## config.mk

```make
export PLATFORM = sky130hd
export DESIGN_NAME = event_status_reporting
export DESIGN_NICKNAME = d
export VERILOG_FILES = /design/src/rtl/status_pkg.sv /design/src/rtl/event_recorder.sv /design/src/rtl/event_status_reporting.sv
export SDC_FILE = /design/constraint.sdc
export NUM_CORES = 1
export LEC_CHECK = 0
export ABC_CLOCK_PERIOD_IN_PS = 2900
export BUFFER_PORTS_ARGS = -buffer_cell sky130_fd_sc_hd__buf_2
export CAP_MARGIN = 20
export CORE_ASPECT_RATIO = 1.2
export CORE_UTILIZATION = 40
export DETAILED_ROUTE_END_ITERATION = 8
export PLACE_DENSITY = 0.8
export SLEW_MARGIN = 20
export SYNTH_ARGS = -nofsm -noshare
export SYNTH_HDL_FRONTEND = slang
export SYNTH_SLANG_ARGS = --single-unit
export TNS_END_PERCENT = 100
```

## constraint.sdc

```tcl
create_clock -name clk -period 2.9 [get_ports clk]
set_input_delay 0.58 -clock clk [delete_from_list [all_inputs] [get_ports clk]]
set_output_delay 0.58 -clock clk [all_outputs]
set_load 0.05 [all_outputs]
```

## src/rtl/status_pkg.sv

```systemverilog
// Shared constants and carriers for the status and event reporting block.
// Assumes a single 50 MHz clock domain.
package status_pkg;
    localparam int CLK_HZ = 50000000;
    localparam int W = 8;
    // Event status bit positions
    localparam int POWER_ON_BIT = 7;
    localparam int USER_REQUEST_BIT = 6;
    localparam int COMMAND_ERROR_BIT = 5;
    localparam int EXECUTION_ERROR_BIT = 4;
    localparam int DEVICE_ERROR_BIT = 3;
    localparam int QUERY_ERROR_BIT = 2;
    localparam int REQUEST_CONTROL_BIT = 1;
    localparam int OPERATION_COMPLETE_BIT = 0;
    // Status byte bit positions
    localparam int REQUEST_SERVICE_BIT = 6;
    localparam int EVENT_SUMMARY_BIT = 5;
    localparam int MESSAGE_AVAILABLE_BIT = 4;
    // Bits that may ever be set in the event status register
    localparam logic [7:0] EVENT_USED_MASK = 8'hBD;
    // Status byte bits that may feed a service request
    localparam logic [7:0] STATUS_USED_MASK = 8'h30;
    // Reset values
    localparam logic [7:0] DEVICE_EVENT_ENABLE_RESET = 8'hFF;
    localparam logic [7:0] EVENT_SUMMARY_ENABLE_RESET = 8'h00;
    localparam logic [7:0] SERVICE_REQUEST_ENABLE_RESET = 8'h00;

    // Event sources, one-cycle pulses
    typedef struct packed {
        logic command_error;
        logic execution_error;
        logic device_error;
        logic query_error;
        logic operation_complete;
    } event_in_t;

    // Mask write strobes with their data
    typedef struct packed {
        logic device_event_enable_command;
        logic event_summary_enable_command;
        logic service_request_enable_command;
        logic [7:0] data;
    } mask_write_t;

    // Mask readback
    typedef struct packed {
        logic [7:0] device_event_enable_mask;
        logic [7:0] event_summary_enable_mask;
        logic [7:0] service_request_enable_mask;
    } mask_read_t;
endpackage : status_pkg

```

## src/rtl/event_recorder.sv

```systemverilog
// Sticky event status register with per-bit recording enable.
// Assumes event pulses are synchronous to clk.
`timescale 1ns/10ps
`default_nettype none
module event_recorder
    import status_pkg::*;
(
    // Clock and reset
    input wire logic clk,
    input wire logic resetn,
    // Events
    input wire logic [7:0] event_raw,
    input wire logic [7:0] device_event_enable_mask,
    input wire logic read_clear,
    // State
    output logic [7:0] standard_event_status,
    output logic [7:0] recorded
);
    logic [7:0] status_reg;
    logic [7:0] status_next;

    always_comb begin
        recorded = event_raw & device_event_enable_mask & EVENT_USED_MASK;
        status_next = status_reg;
        if (read_clear) begin
            status_next = 8'h00;
        end
        status_next = status_next | recorded;
    end

    always_ff @(posedge clk or negedge resetn) begin
        if (!resetn) begin
            status_reg <= 8'h00;
        end else begin
            status_reg <= status_next;
        end
    end

    assign standard_event_status = status_reg;
endmodule : event_recorder
`default_nettype wire

```

## src/rtl/event_status_reporting.sv

```systemverilog
// Status byte, enable masks and service request generation for a bus instrument.
// Assumes one clock, power-on reset on resetn, and commands decoded upstream.
//
// Contract
// - Set power-on flag, bit 7, when power comes on.
// - Never set user-request flag, bit 6.
// - Set command-error flag, bit 5, on parser error.
// - Set execution-error flag, bit 4, on bad argument or unmet conditions.
// - Set device-specific-error flag, bit 3, on internal error.
// - Set query-error flag, bit 2, on empty read or discarded output.
// - Never set request-control flag, bit 1.
// - Set operation-complete flag, bit 0, when pending operations finish.
// - Each mask bit gates the same-position status bit.
// - Record and queue an event only if device event enable bit set.
// - Event summary set only by an enabled set event status bit.
// - Cleared summary enable bit keeps its event from the summary.
// - Service request enable mask drives status byte bit 6.
// - Drive the service request line low while requesting service.
// - Serial poll returns status byte with request-service bit when pending.
// - Device event enable mask writable and readable back.
// - Event summary enable mask writable and readable back.
// - Service request enable mask writable and readable back.
// - Request-service bit clears when the serial poll ends.
// - Status byte bits 0 to 3 and 7 read zero.
// - Reading the event status register clears it.
`timescale 1ns/10ps
`default_nettype none
module event_status_reporting
    import status_pkg::*;
(
    // Clock and reset
    input wire logic clk,
    input wire logic resetn,
    // Event sources
    input wire event_in_t events,
    input wire logic message_available,
    // Mask commands
    input wire mask_write_t mask_write,
    output logic [23:0] mask_readback,
    // Event status query
    input wire logic event_status_read,
    output logic [7:0] event_status_data,
    // Serial poll
    input wire logic serial_poll_active,
    output logic [7:0] status_byte,
    output logic [7:0] serial_poll_byte,
    // Event queue push
    output logic [7:0] event_push,
    // Bus service request, open drain
    output logic srq_o,
    output logic srq_oe
);
    logic [7:0] device_event_enable_mask_reg;
    logic [7:0] device_event_enable_mask_next;
    logic [7:0] event_summary_enable_mask_reg;
    logic [7:0] event_summary_enable_mask_next;
    logic [7:0] service_request_enable_mask_reg;
    logic [7:0] service_request_enable_mask_next;
    logic power_pending_reg;
    logic power_pending_next;
    logic request_service_reg;
    logic request_service_next;
    logic poll_hold_reg;
    logic poll_hold_next;
    logic poll_reg;
    logic poll_next;
    logic [7:0] push_reg;
    logic [7:0] push_next;
    logic [7:0] data_reg;
    logic [7:0] data_next;
    logic [7:0] poll_byte_reg;
    logic [7:0] poll_byte_next;
    logic [7:0] event_raw;
    logic [7:0] recorded;
    logic [7:0] standard_event_status;
    logic [7:0] summary_byte;
    logic master_summary;
    mask_read_t readback;

    // Any enabled set bit in the masked pair
    function automatic logic masked_any(input logic [7:0] bits, input logic [7:0] mask);
        masked_any = |(bits & mask);
    endfunction : masked_any

    always_comb begin
        event_raw = 8'h00;
        event_raw[POWER_ON_BIT] = power_pending_reg;
        event_raw[COMMAND_ERROR_BIT] = events.command_error;
        event_raw[EXECUTION_ERROR_BIT] = events.execution_error;
        event_raw[DEVICE_ERROR_BIT] = events.device_error;
        event_raw[QUERY_ERROR_BIT] = events.query_error;
        event_raw[OPERATION_COMPLETE_BIT] = events.operation_complete;
    end

    event_recorder recorder (
        .clk(clk),
        .resetn(resetn),
        .event_raw(event_raw),
        .device_event_enable_mask(device_event_enable_mask_reg),
        .read_clear(event_status_read),
        .standard_event_status(standard_event_status),
        .recorded(recorded)
    );

    // Status byte without the request bit
    always_comb begin
        summary_byte = 8'h00;
        summary_byte[EVENT_SUMMARY_BIT] =
            masked_any(standard_event_status, event_summary_enable_mask_reg);
        summary_byte[MESSAGE_AVAILABLE_BIT] = message_available;
        master_summary = masked_any(summary_byte,
            service_request_enable_mask_reg & STATUS_USED_MASK);
    end

    // Mask registers
    always_comb begin
        device_event_enable_mask_next = device_event_enable_mask_reg;
        event_summary_enable_mask_next = event_summary_enable_mask_reg;
        service_request_enable_mask_next = service_request_enable_mask_reg;
        if (mask_write.device_event_enable_command) begin
            device_event_enable_mask_next = mask_write.data;
        end
        if (mask_write.event_summary_enable_command) begin
            event_summary_enable_mask_next = mask_write.data;
        end
        if (mask_write.service_request_enable_command) begin
            service_request_enable_mask_next = mask_write.data;
        end
    end

    always_ff @(posedge clk or negedge resetn) begin
        if (!resetn) begin
            device_event_enable_mask_reg <= DEVICE_EVENT_ENABLE_RESET;
            event_summary_enable_mask_reg <= EVENT_SUMMARY_ENABLE_RESET;
            service_request_enable_mask_reg <= SERVICE_REQUEST_ENABLE_RESET;
        end else begin
            device_event_enable_mask_reg <= device_event_enable_mask_next;
            event_summary_enable_mask_reg <= event_summary_enable_mask_next;
            service_request_enable_mask_reg <= service_request_enable_mask_next;
        end
    end

    // Power-on event, request service and poll state
    always_comb begin
        power_pending_next = 1'b0;
        poll_next = serial_poll_active;
        request_service_next = request_service_reg;
        poll_hold_next = poll_hold_reg;
        // A summary left standing after a poll must drop before it requests again
        if (!master_summary) begin
            poll_hold_next = 1'b0;
        end
        if (master_summary && !request_service_reg && !serial_poll_active
            && !poll_hold_reg) begin
            request_service_next = 1'b1;
        end
        if (!master_summary && !serial_poll_active) begin
            request_service_next = 1'b0;
        end
        if (poll_reg && !serial_poll_active) begin
            request_service_next = 1'b0;
            poll_hold_next = master_summary;
        end
        push_next = recorded;
        data_next = event_status_read ? standard_event_status : data_reg;
        poll_byte_next = summary_byte;
        poll_byte_next[REQUEST_SERVICE_BIT] = request_service_reg;
    end

    always_ff @(posedge clk or negedge resetn) begin
        if (!resetn) begin
            power_pending_reg <= 1'b1;
            request_service_reg <= 1'b0;
            poll_hold_reg <= 1'b0;
            poll_reg <= 1'b0;
            push_reg <= 8'h00;
            data_reg <= 8'h00;
            poll_byte_reg <= 8'h00;
        end else begin
            power_pending_reg <= power_pending_next;
            request_service_reg <= request_service_next;
            poll_hold_reg <= poll_hold_next;
            poll_reg <= poll_next;
            push_reg <= push_next;
            data_reg <= data_next;
            poll_byte_reg <= poll_byte_next;
        end
    end

    always_comb begin
        readback.device_event_enable_mask = device_event_enable_mask_reg;
        readback.event_summary_enable_mask = event_summary_enable_mask_reg;
        readback.service_request_enable_mask = service_request_enable_mask_reg;
        status_byte = summary_byte;
        status_byte[REQUEST_SERVICE_BIT] = master_summary;
    end

    assign mask_readback = readback;
    assign event_status_data = data_reg;
    assign serial_poll_byte = poll_byte_reg;
    assign event_push = push_reg;
    assign srq_o = 1'b0;
    assign srq_oe = request_service_reg;
endmodule : event_status_reporting
`default_nettype wire

```

## After elaboration in Yosys (flattened, before gate mapping)

Index checks and enable logic that the tools add are counted.

- Bits in registers: 53
- Input bits: 21
- Output and inout port bits: 58
- Word-level logic and storage cells: 34

- Equal/unequal tests: 1
- Muxes and demuxes: 6
- Bitwise gates (word level): 4
- Reduce and logical (&&, ||, !) cells: 12

Operators with widths:

| cell | number |
|---|---|
| AND 8 bit | 2 |
| OR reduction 8 bit | 2 |
| two-way mux 8 bit | 1 |
| OR 8 bit | 1 |
| AND 6 bit | 1 |
| logical AND 1 bit | 5 |
| two-way mux 1 bit | 5 |
| zero test 1 bit | 4 |
| nonzero test 3 bit | 1 |
| inequality test 2 x 1 -> 1 bit, second input constant | 1 |

## Longest topological paths before layout

Gate-level depths: netlist of the first run.

- Depth in word-level cells: 10
- Depth in mapped cells: 4
- Depth with buffers taken out: 3

## Cells and area by module

From an unflattened synthesis of the first run, not the netlist that was laid out.

- Cells, all modules: 136
- Area total of the unflattened synthesis: 2059.5 um^2

By module, submodules not included:

| module | times used | cells each | area each (um^2) | sequential area each (um^2) |
|---|---|---|---|---|
| event_status_reporting | 1 | 112 | 1774.2 | 1187.4 |
| event_recorder | 1 | 24 | 285.3 | 150.1 |

## Worst setup path after synthesis of the first run

Ideal clock, no wire load.

- Kind: register to output
- Start point: register event_summary_enable_mask_reg[5]
- End point: output port status_byte[6]
- Arrival: 1314 ps
- Data required time: 2320 ps
- Slack: 1006 ps
- Stages on the path, launching flop included: 5
- Path buffers: 1
- Cells stage by stage: dfrtp_1 > a22oi_1 > a31o_1 > nand2_1 > buf_4

- Word-level cells in the longest chain between the ends: 4

Ends and longest elaborated chain:

| element | RTL line | RTL |
|---|---|---|
| start: declaration | event_status_reporting.sv:55 | `logic [7:0] event_summary_enable_mask_reg;` |
| start signal: assignment | event_status_reporting.sv:138 | `event_summary_enable_mask_reg <= event_summary_enable_mask_next;` |
| AND 8 bit | event_status_reporting.sv:82 | `masked_any = \|(bits & mask);` |
| OR reduction 8 bit | event_status_reporting.sv:82 |  |
| AND 6 bit | event_status_reporting.sv:82 |  |
| OR reduction 8 bit | event_status_reporting.sv:82 |  |
| end: declaration | event_status_reporting.sv:45 | `output logic [7:0] status_byte,` |

Every way passes these cells.

## Final worst setup path of the first run

- Start point: register recorder.status_reg[3] (netlist: recorder.standard_event_status[3])
- End point: output port status_byte[6]

- Word-level cells in the longest chain between the ends: 4

Ends and longest elaborated chain:

| element | RTL line | RTL |
|---|---|---|
| start: declaration | event_recorder.sv:19 | `logic [7:0] status_reg;` |
| start signal: assignment | event_recorder.sv:35 | `status_reg <= status_next;` |
| AND 8 bit | event_status_reporting.sv:82 |  |
| OR reduction 8 bit | event_status_reporting.sv:82 |  |
| AND 6 bit | event_status_reporting.sv:82 |  |
| OR reduction 8 bit | event_status_reporting.sv:82 |  |

Every way passes these cells.

==> results.yml, run 1 <==
clock_network:
  cts-root-buf: "clkbuf_8"
  postCtsHoldBufs: 0
  cts_setup_buffers: 0
  path_clk_slew_ns: 0.09
  cts_tree: "built"
  htreeDepth: 2
  ctsResizeCount: 0
  clock_latency_ns: 0.30
  clockBufferDepth: 2
  cts.sinks: 49
  numCtsBuffers: 5
yosys:
  yosysWarnings: 0
  post_synth_num_cell_types: 19
  synth_area_per_cell_um2: 14.67
  synth_area_mm2: 0.001892
  ys_seq_elements: 49
  ys_seq_area_share_pct: 65.41
  synth_top_cell_area_share_pct: 52.91
  yosys-top-cells-area: "dfrtp_1 (53%), mux2_2 (17%), dfstp_2 (13%), buf_4 (6.7%), a21o_1 (2.0%)"
  syn_inst: 129
  yosys.area.top_type: "dfrtp_1"
layout:
  final_core_util_pct: 50.95
  drive_above_1_share_pct: 57.14
  diodes: 0
  layout.cells.non_filler: 254
  nNetsFinal: 216
  synthToLayoutAreaGrowth_pct: 22.82
power_and_ir_drop:
  ir_drop_v: 0.0003256
  clockPowerShare_pct: 28.0
  seqPwrFrac_pct: 44.9
  power.leakage_nw: 1.175
  p_sw_share_pct: 35.22
  cell_internal_pwr_w: 0.001163
  p_switching_w: 0.0006322
  power.density_mw_per_mm2: 772.5
  pwr-share-comb_pct: 27.1
sta:
  rsz0062_at_grt: "no"
  maxSlewHeadroom_pct: 62.11
  slew_violations: 0
  worst_pin_slew_ns: 0.5683
  fmax_mhz: 493.0
  finalCritPeriodShare_pct: 69.95
  worst_slack_ns: 0.8714
  fin_skew_ns: 0.005483
  final.setup.tns_ns: 0
  hold_violations: 0
  setup_violations: 0
  fin_crit_ns: 2.029
worst_setup_path:
  criticalPathCategory: "reg -> out"
  critPathMaxFanout: 3
  crit_start: "recorder.standard_event_status[3]"
  endpoint_kind: "primary output"
  cp-start-kind: "flop"
  timing.rr.start: "recorder.standard_event_status[3]"
  cp_data_required_time_ns: 2.32
  worstPathArrival_ns: 1.45
floorplan:
  die_h_um: 77.34
  initial_core_util_pct: 41.48
  row_count: 27
  design.core.area_mm2: 0.004561
  die_area_mm2: 0.005010
  ios: 79
  die_w_um: 64.78
global_routing:
  antenna_found_initial: 0
  grt_pass1_vias: 1091
  grt_use_total_pct: 14.22
  grt_pass1_wl_um: 5285
  overflow: 0
  grt_max_degree: 27
route:
  antenna_left: 0
  drc: 2
  drt-initial-drc-count: 24
  drt-wirelength-per-cell_um: 12.85
  wl_um: 3265
  dr.pass1.iters: 6
  viasPerCell: 4.535
  vias: 1152
job:
  maxCapViolations: 0
run_status:
  violations: "DRC"
  status: "finished with violations"
place:
  gp_congestion: 0.7243
  io_buffers: 63
  place_ws_ns: 1.181
  hpwlAfterDp_um: 2525
  place_inst: 246
hold_path:
  hp-class: "in -> async"
-- power groups by stage --
| stage | combinational [W] | sequential, W | clock, W |
|---|---|---|---|
| after floorplan | 0.000171 | 0.00104 | 0 |
| after CTS | 0.000492 | 0.000807 | 0.000512 |
| after global routing | 0.000510 | 0.000817 | 0.000540 |
| final | 0.000487 | 0.000806 | 0.000502 |
| after global placement | 0.000488 | 0.000817 | 0 |
| after detailed placement | 0.000492 | 0.000820 | 0 |
-- cells in the final DEF, fill, tap and decap left out --
cell	count
buf_2	63
dfrtp_1	40
mux2_2	29
conb_1	16
dfstp_2	9
and2_1	6
clkbuf_8	6
a21o_1	5
nand2_1	3
a22oi_1	3
inv_1	3
a21oi_1	2
buf_4	2
a31o_1	1
a21o_2	1
nand3_1	1
o21ai_0	1
nor2_1	1
o2bb2ai_1	1
a31oi_1	1
bufinv_16	1
clkinvlp_4	1
-- cells in the mapped netlist --
| cell type | count |
|---|---|
| dfrtp_1 | 40 |
| mux2_2 | 29 |
| buf_4 | 17 |
| dfstp_2 | 9 |
| and2_1 | 6 |
| a21o_1 | 5 |
| buf_2 | 4 |
| a22oi_1 | 3 |
| inv_1 | 3 |
| nand2_1 | 3 |
| a21oi_1 | 2 |
| a21o_2 | 1 |
| a31o_1 | 1 |
| a31oi_1 | 1 |
| conb_1 | 1 |
| nand3_1 | 1 |
| nor2_1 | 1 |
| o21ai_0 | 1 |
| o2bb2ai_1 | 1 |
-- path summary, 6_finish.rpt --
path                                                     end  depth (start not counted)  slack (ns)
min in group clk                         serial_poll_byte[4]                          1        0.41
min reg2reg                              serial_poll_byte[6]                          0        0.42
max reg2reg                                           srq_oe                          3        1.81
min                        recorder.standard_event_status[4]                          1        0.27
max                                           status_byte[6]                          4        0.87
max in group asynchronous    device_event_enable_mask_reg[0]                          2        1.96
-- kinds of logic (layout without fill, tap and decap cells) --
logic type	after synthesis	after routing	share of synthesized area, %
AND/OR/NAND/NOR	11	11	3.042
buffers and inverters	24	76	8.399
multiplexers	29	29	17.26
AO/OA/AOI/OAI	15	15	5.688
flip-flops	49	49	65.41
other	1	16	0.1982
-- critical path: stages, from the launching register on --
cell,delay [ns]
dfrtp_1,0.40
a22oi_1,0.25
a31o_1,0.24
nand2_1,0.06
buf_2,0.20
-- per-stage QoR --
| stage | cell area, um^2 | total power, W | hold slack [ns] |
|---|---|---|---|
| 2_1_floorplan | 1948 | 0.001211 | 0.2844 |
| 3_3_place_gp | 2203 | 0.001305 | 0.3894 |
| 3_5_place_dp | 2203 | 0.001312 | 0.4010 |
| 4_1_cts | 2323 | 0.001811 | 0.2746 |
| 5_1_grt | 2323 | 0.001867 | 0.3055 |
| 6_report | 2323 | 0.001795 | 0.2662 |
-- cell type report --
type                       count  area (um^2)
fill                         420         2237
sequential                    49         1237
multi-input combinational     71        551.8
timing repair buffer          65        330.3
clock buffer                   6        82.58
tap                           58        72.57
clock inverter                 2        37.54
inverter                       3        11.26
-- routing by layer --
| metal | vias up | global-route usage, % | part of all wire, % |
|---|---|---|---|
| met5 | - | 0 | 0 |
| met4 | 0 | 7.333 | 2.1 |
| met3 | 6 | 3.529 | 5.3 |
| met2 | 40 | 22.08 | 49 |
| met1 | 572 | 18.22 | 44 |
| li1 | 534 | - | - |
(Power assumes the default switching activity.)
==> run 2: changes to the inputs <==
--- a/config.mk
+++ b/config.mk
@@ -5,7 +5,7 @@
 export SDC_FILE = /design/constraint.sdc
 export NUM_CORES = 1
 export LEC_CHECK = 0
-export ABC_CLOCK_PERIOD_IN_PS = 2900
+export ABC_CLOCK_PERIOD_IN_PS = 2100
 export BUFFER_PORTS_ARGS = -buffer_cell sky130_fd_sc_hd__buf_2
 export CAP_MARGIN = 20
 export CORE_ASPECT_RATIO = 1.2
==> constraint.sdc (replaced) <==
create_clock -name clk -period 2.1 [get_ports clk]
set_input_delay 0.42 -clock clk [delete_from_list [all_inputs] [get_ports clk]]
set_output_delay 0.42 -clock clk [all_outputs]
set_load 0.05 [all_outputs]
==> run 2 against run 1 <==
The flow still finishes with violations (DRC). Cell area fell by 1.5%. Register-to-register slack lost 0.82 ns. Sequential share of layout area rose by 0.79 points. Clock power rose by 5.8%. Power grew 29%. Largest cell class unchanged.
==> results.yml, run 2 (synthesis results as in run 1) <==
clock_network:
  postCtsHoldBufs: 0
  clockBufferDepth: 2
  cts_setup_buffers: 0
  cts.sinks: 49
  htreeDepth: 2
  cts-root-buf: "clkbuf_8"
  cts_tree: "built"
  ctsResizeCount: 0
  path_clk_slew_ns: 0.09
  numCtsBuffers: 5
  clock_latency_ns: 0.30
layout:
  diodes: 0
  nNetsFinal: 216
  fin_area_mm2: 0.002290
  layout_common_cells: "buf_2 (63), dfrtp_1 (40), mux2_2 (29)"
  layout_commonest_cell: "buf_2"
  seqCellArea_mm2: 0.001237
  layout.cells.non_filler: 254
  multi_input_area_um2: 551.8
  synthToLayoutAreaGrowth_pct: 21.03
  fill_cells: 436
  drive_above_1_share_pct: 57.14
  final_core_util_pct: 50.21
route:
  drt-initial-drc-count: 22
  vias: 1155
  drt-wirelength-per-cell_um: 13.57
  wl_um: 3446
  dr.pass1.iters: 6
  viasPerCell: 4.547
  drc: 2
  antenna_left: 0
sta:
  hold_violations: 0
  fin_skew_ns: 0.009983
  final.setup.tns_ns: 0
  fin_crit_ns: 1.895
  setup_violations: 0
  worst_pin_slew_ns: 0.5030
  fmax_mhz: 527.8
  rsz0062_at_grt: "no"
  finalCritPeriodShare_pct: 90.21
  worst_slack_ns: 0.2055
  maxSlewHeadroom_pct: 66.46
  slew_violations: 0
global_routing:
  overflow: 0
  grt_use_total_pct: 15.22
  antenna_found_initial: 0
  grt_pass1_wl_um: 5602
  grt_max_degree: 23
  grt_pass1_vias: 1164
floorplan:
  design.core.area_mm2: 0.004561
  initial_core_util_pct: 41.48
  row_count: 27
  die_w_um: 64.78
  die_h_um: 77.34
  die_area_mm2: 0.005010
  ios: 79
worst_setup_path:
  max_stage_delay_ns: 0.40
  crit_chain: "a22oi_1 > a31o_1 > nand2_1 > buf_2"
  critPathMaxFanout: 3
  cp-start-kind: "flop"
  cp_data_required_time_ns: 1.68
  crit_path_top_delay_cell: "dfrtp_1"
  endpoint_kind: "primary output"
  crit_family: "compound AO/OA/AOI/OAI gates"
  path_buf_inv: 1
  worstPathArrival_ns: 1.47
  criticalPathCategory: "reg -> out"
place:
  io_buffers: 63
  placed_area_mm2: 0.002203
  place_inst: 246
  place_ws_ns: 0.5060
  hpwlAfterDp_um: 2633
  gp_congestion: 0.7375
run_status:
  status: "finished with violations"
  violations: "DRC"
job:
  maxCapViolations: 0
power_and_ir_drop:
  ir_drop_v: 0.0004854
  power.density_mw_per_mm2: 1013
  power.leakage_nw: 1.162
hold_path:
  hp-class: "in -> async"
[run 2: cell count changes in the layout (fill, tap and decap cells not counted), sizes merged]
| cell | previous run | this run |
|---|---|---|
| bufinv | 1 | 0 |
| clkbuf | 6 | 5 |
| clkinv | 0 | 2 |
[run 2: power by group]
part           total [W]  switching (W)  internal, W
combinational   0.000676       0.000516     0.000160
clock           0.000531       0.000301     0.000230
sequential       0.00111      0.0000544      0.00106
total            0.00232       0.000871      0.00145
[run 2: stage by stage]
step	power, W	hold slack [ns]
5_1_grt	0.002431	0.09153
3_3_place_gp	0.001803	0.3887
4_1_cts	0.002347	0.07669
3_5_place_dp	0.001814	0.3953
2_1_floorplan	0.001673	0.1244
6_report	0.002320	0.07170
[run 2: final timing paths]
path                                                        start                              end  slack [ns]  cells past startpoint
worst max-delay path            recorder.standard_event_status[3]                   status_byte[6]        0.21                      4
worst min-delay path                                       resetn              serial_poll_byte[4]        0.07                      1
worst max register to register  recorder.standard_event_status[3]                           srq_oe        0.99                      3
worst min register to register                             srq_oe              serial_poll_byte[6]        0.41                      0
max in group asynchronous                                  resetn  device_event_enable_mask_reg[5]        1.35                      2
min in group clk                                message_available              serial_poll_byte[4]        0.24                      1
[run 2: worst register-to-register path, stage by stage (launching register included)]
cell,delay (ns)
dfrtp_1,0.40
a22oi_1,0.27
a31o_1,0.24
a31oi_1,0.09
[run 2: layout make-up]
class / count / area share (%)
Multi-Input combinational cell: 71 / 24.10
Clock inverter: 3 / 0.7650
Sequential cell: 49 / 54.04
Clock buffer: 5 / 3.005
Timing Repair Buffer: 65 / 14.43
Inverter: 3 / 0.4918
Tap cell: 58 / 3.169
[run 2: per-layer routing]
layer	track usage (%)	up-vias	routed length [um]
met3	3.088	5	178
met1	18.32	570	1428
li1	-	539	-
met4	8.667	0	72
met5	0	-	0
met2	25.00	41	1766
==> run 3: changes to the inputs <==
--- a/config.mk
+++ b/config.mk
@@ -9,9 +9,11 @@
 export BUFFER_PORTS_ARGS = -buffer_cell sky130_fd_sc_hd__buf_2
 export CAP_MARGIN = 20
 export CORE_ASPECT_RATIO = 1.2
+export CORE_MARGIN = 2
 export CORE_UTILIZATION = 40
 export DETAILED_ROUTE_END_ITERATION = 8
 export PLACE_DENSITY = 0.8
+export RECOVER_POWER = 25
 export SLEW_MARGIN = 20
 export SYNTH_ARGS = -nofsm -noshare
 export SYNTH_HDL_FRONTEND = slang
==> run 3 against run 2 <==
The run now ends clean. Clock skew hardly changed. Critical path depth stayed put. Die area is 5.8% higher. Non-clock buffer count is 1 lower. Sequential power hardly changed. Hold slack better by 0.18 ns. Routed wire length is 0.87% higher. Power is 0.86% higher. Utilization is 0.19 points lower.
==> results.yml, run 3 (synthesis results as in run 1) <==
floorplan:
  initial_core_util_pct: 41.48
  die_h_um: 79.34
  row_count: 27
  ios: 79
  die_area_mm2: 0.005298
  die_w_um: 66.78
  design.core.area_mm2: 0.004561
run_status:
  status: "finished, final reports clean"
sta:
  fin_skew_ns: 0.009621
  worst_pin_slew_ns: 1.175
  final.setup.tns_ns: 0
  finalCritPeriodShare_pct: 90.24
  setup_violations: 0
  worst_slack_ns: 0.2051
  rsz0062_at_grt: "no"
  hold_violations: 0
  slew_violations: 0
  fin_crit_ns: 1.895
  fmax_mhz: 527.7
  maxSlewHeadroom_pct: 21.67
global_routing:
  grt_use_total_pct: 14.08
  grt_pass1_vias: 1106
  grt_pass1_wl_um: 5485
  overflow: 0
  antenna_found_initial: 0
  grt_max_degree: 50
worst_setup_path:
  critPathMaxFanout: 3
  max_stage_delay_ns: 0.40
  worstPathArrival_ns: 1.47
  criticalPathCategory: "reg -> out"
  reg2reg_slack_ns: 0.99
  cp-start-kind: "flop"
  cp_data_required_time_ns: 1.68
  crit_start: "recorder.standard_event_status[3]"
  crit_chain: "a22oi_1 > a31o_1 > nand2_1 > buf_2"
  endpoint_kind: "primary output"
  crit_path_top_delay_cell: "dfrtp_1"
  regToRegEndpoint: "srq_oe"
  reg2regPathDepth: 3
  timing.rr.start: "recorder.standard_event_status[3]"
clock_network:
  ctsResizeCount: 0
  htreeDepth: 2
  cts_tree: "built"
  numCtsBuffers: 5
  cts_setup_buffers: 0
  cts.sinks: 49
  path_clk_slew_ns: 0.10
  cts-root-buf: "clkbuf_8"
  clock_latency_ns: 0.30
  postCtsHoldBufs: 0
  clockBufferDepth: 2
route:
  wl_um: 3476
  drt-initial-drc-count: 66
  met2_length_um: 1768
  highest_layer: "met4"
  vias: 1147
  antenna_left: 0
  dr.pass1.iters: 4
  drc: 0
  met3_length_um: 216
  viasPerCell: 4.534
  m1WireLength_um: 1441
  drt-wirelength-per-cell_um: 13.74
layout:
  drive_above_1_share_pct: 55.90
  final_core_util_pct: 50.01
  synthToLayoutAreaGrowth_pct: 20.57
  nNetsFinal: 215
  diodes: 0
  layout_common_cells: "buf_2 (61), dfrtp_1 (40), mux2_2 (29)"
  layout_commonest_cell: "buf_2"
  layout.cells.non_filler: 253
power_and_ir_drop:
  power.leakage_nw: 1.151
  cell_internal_pwr_w: 0.001453
  p_switching_w: 0.0008867
  pwr-share-comb_pct: 28.8
  p_sw_share_pct: 37.90
  clockPowerShare_pct: 23.6
  power.density_mw_per_mm2: 1026
  seqPwrFrac_pct: 47.6
  ir_drop_v: 0.0004719
hold_path:
  holdPathEnd: "serial_poll_byte[4]"
  hp-class: "in -> reg"
  holdPathStages: 1
  holdCritStartpoint: "message_available"
place:
  place_ws_ns: 0.5160
  gp_congestion: 0.7509
  io_buffers: 63
  place_inst: 245
  hpwlAfterDp_um: 2601
job:
  maxCapViolations: 0
[run 3: area by class of cell]
cell class	count	area [um^2]
clock buffers	5	68.82
clock inverters	3	21.27
fillers	424	2280
inverters	3	11.26
multi-input cells	71	551.8
flip-flops and latches	49	1237
well taps	58	72.57
repair buffers	64	317.8
[run 3: how the worst max path moves through the flow]
| stage | end | slack (ns) | depth (start not counted) |
|---|---|---|---|
| global route | status_byte[6] | 0.08 | 4 |
| global placement | status_byte[6] | 0.54 | 4 |
| finish | status_byte[6] | 0.21 | 4 |
| floorplan | status_byte[6] | 0.37 | 4 |
| detailed placement | status_byte[6] | 0.52 | 4 |
| CTS | status_byte[6] | 0.18 | 4 |
[run 3: layer usage]
layer,up-vias,track usage (%)
met4,0,6.735
met5,-,0
met2,42,21.40
met1,562,18.47
met3,4,3.966
li1,539,-
[run 3: power by group through the flow]
| stage | clock, W | sequential (W) | combinational, W |
|---|---|---|---|
| 2_1_floorplan | 0 | 0.00144 | 0.000236 |
| 3_3_place_gp | 0 | 0.00113 | 0.000675 |
| 3_5_place_dp | 0 | 0.00113 | 0.000681 |
| 4_1_cts | 0.000572 | 0.00111 | 0.000682 |
| 5_1_grt | 0.000622 | 0.00113 | 0.000708 |
| 6_report | 0.000552 | 0.00111 | 0.000674 |
[run 3: critical path: cells and delay by family, from the launching register on]
| kind | cells | cell delay (ns) |
|---|---|---|
| simple gates | 1 | 0.06 |
| buf+inv | 1 | 0.20 |
| compound gates | 2 | 0.51 |
| flops | 1 | 0.40 |
[run 3: through the flow]
| stage | hold WS [ns] | power (W) | instance area, um^2 |
|---|---|---|---|
| 6_report | 0.2499 | 0.002340 | 2281 |
| 3_3_place_gp | 0.3880 | 0.001802 | 2196 |
| 4_1_cts | 0.2221 | 0.002368 | 2286 |
| 5_1_grt | 0.2325 | 0.002460 | 2281 |
| 2_1_floorplan | 0.1244 | 0.001673 | 1948 |
| 3_5_place_dp | 0.3931 | 0.001814 | 2196 |
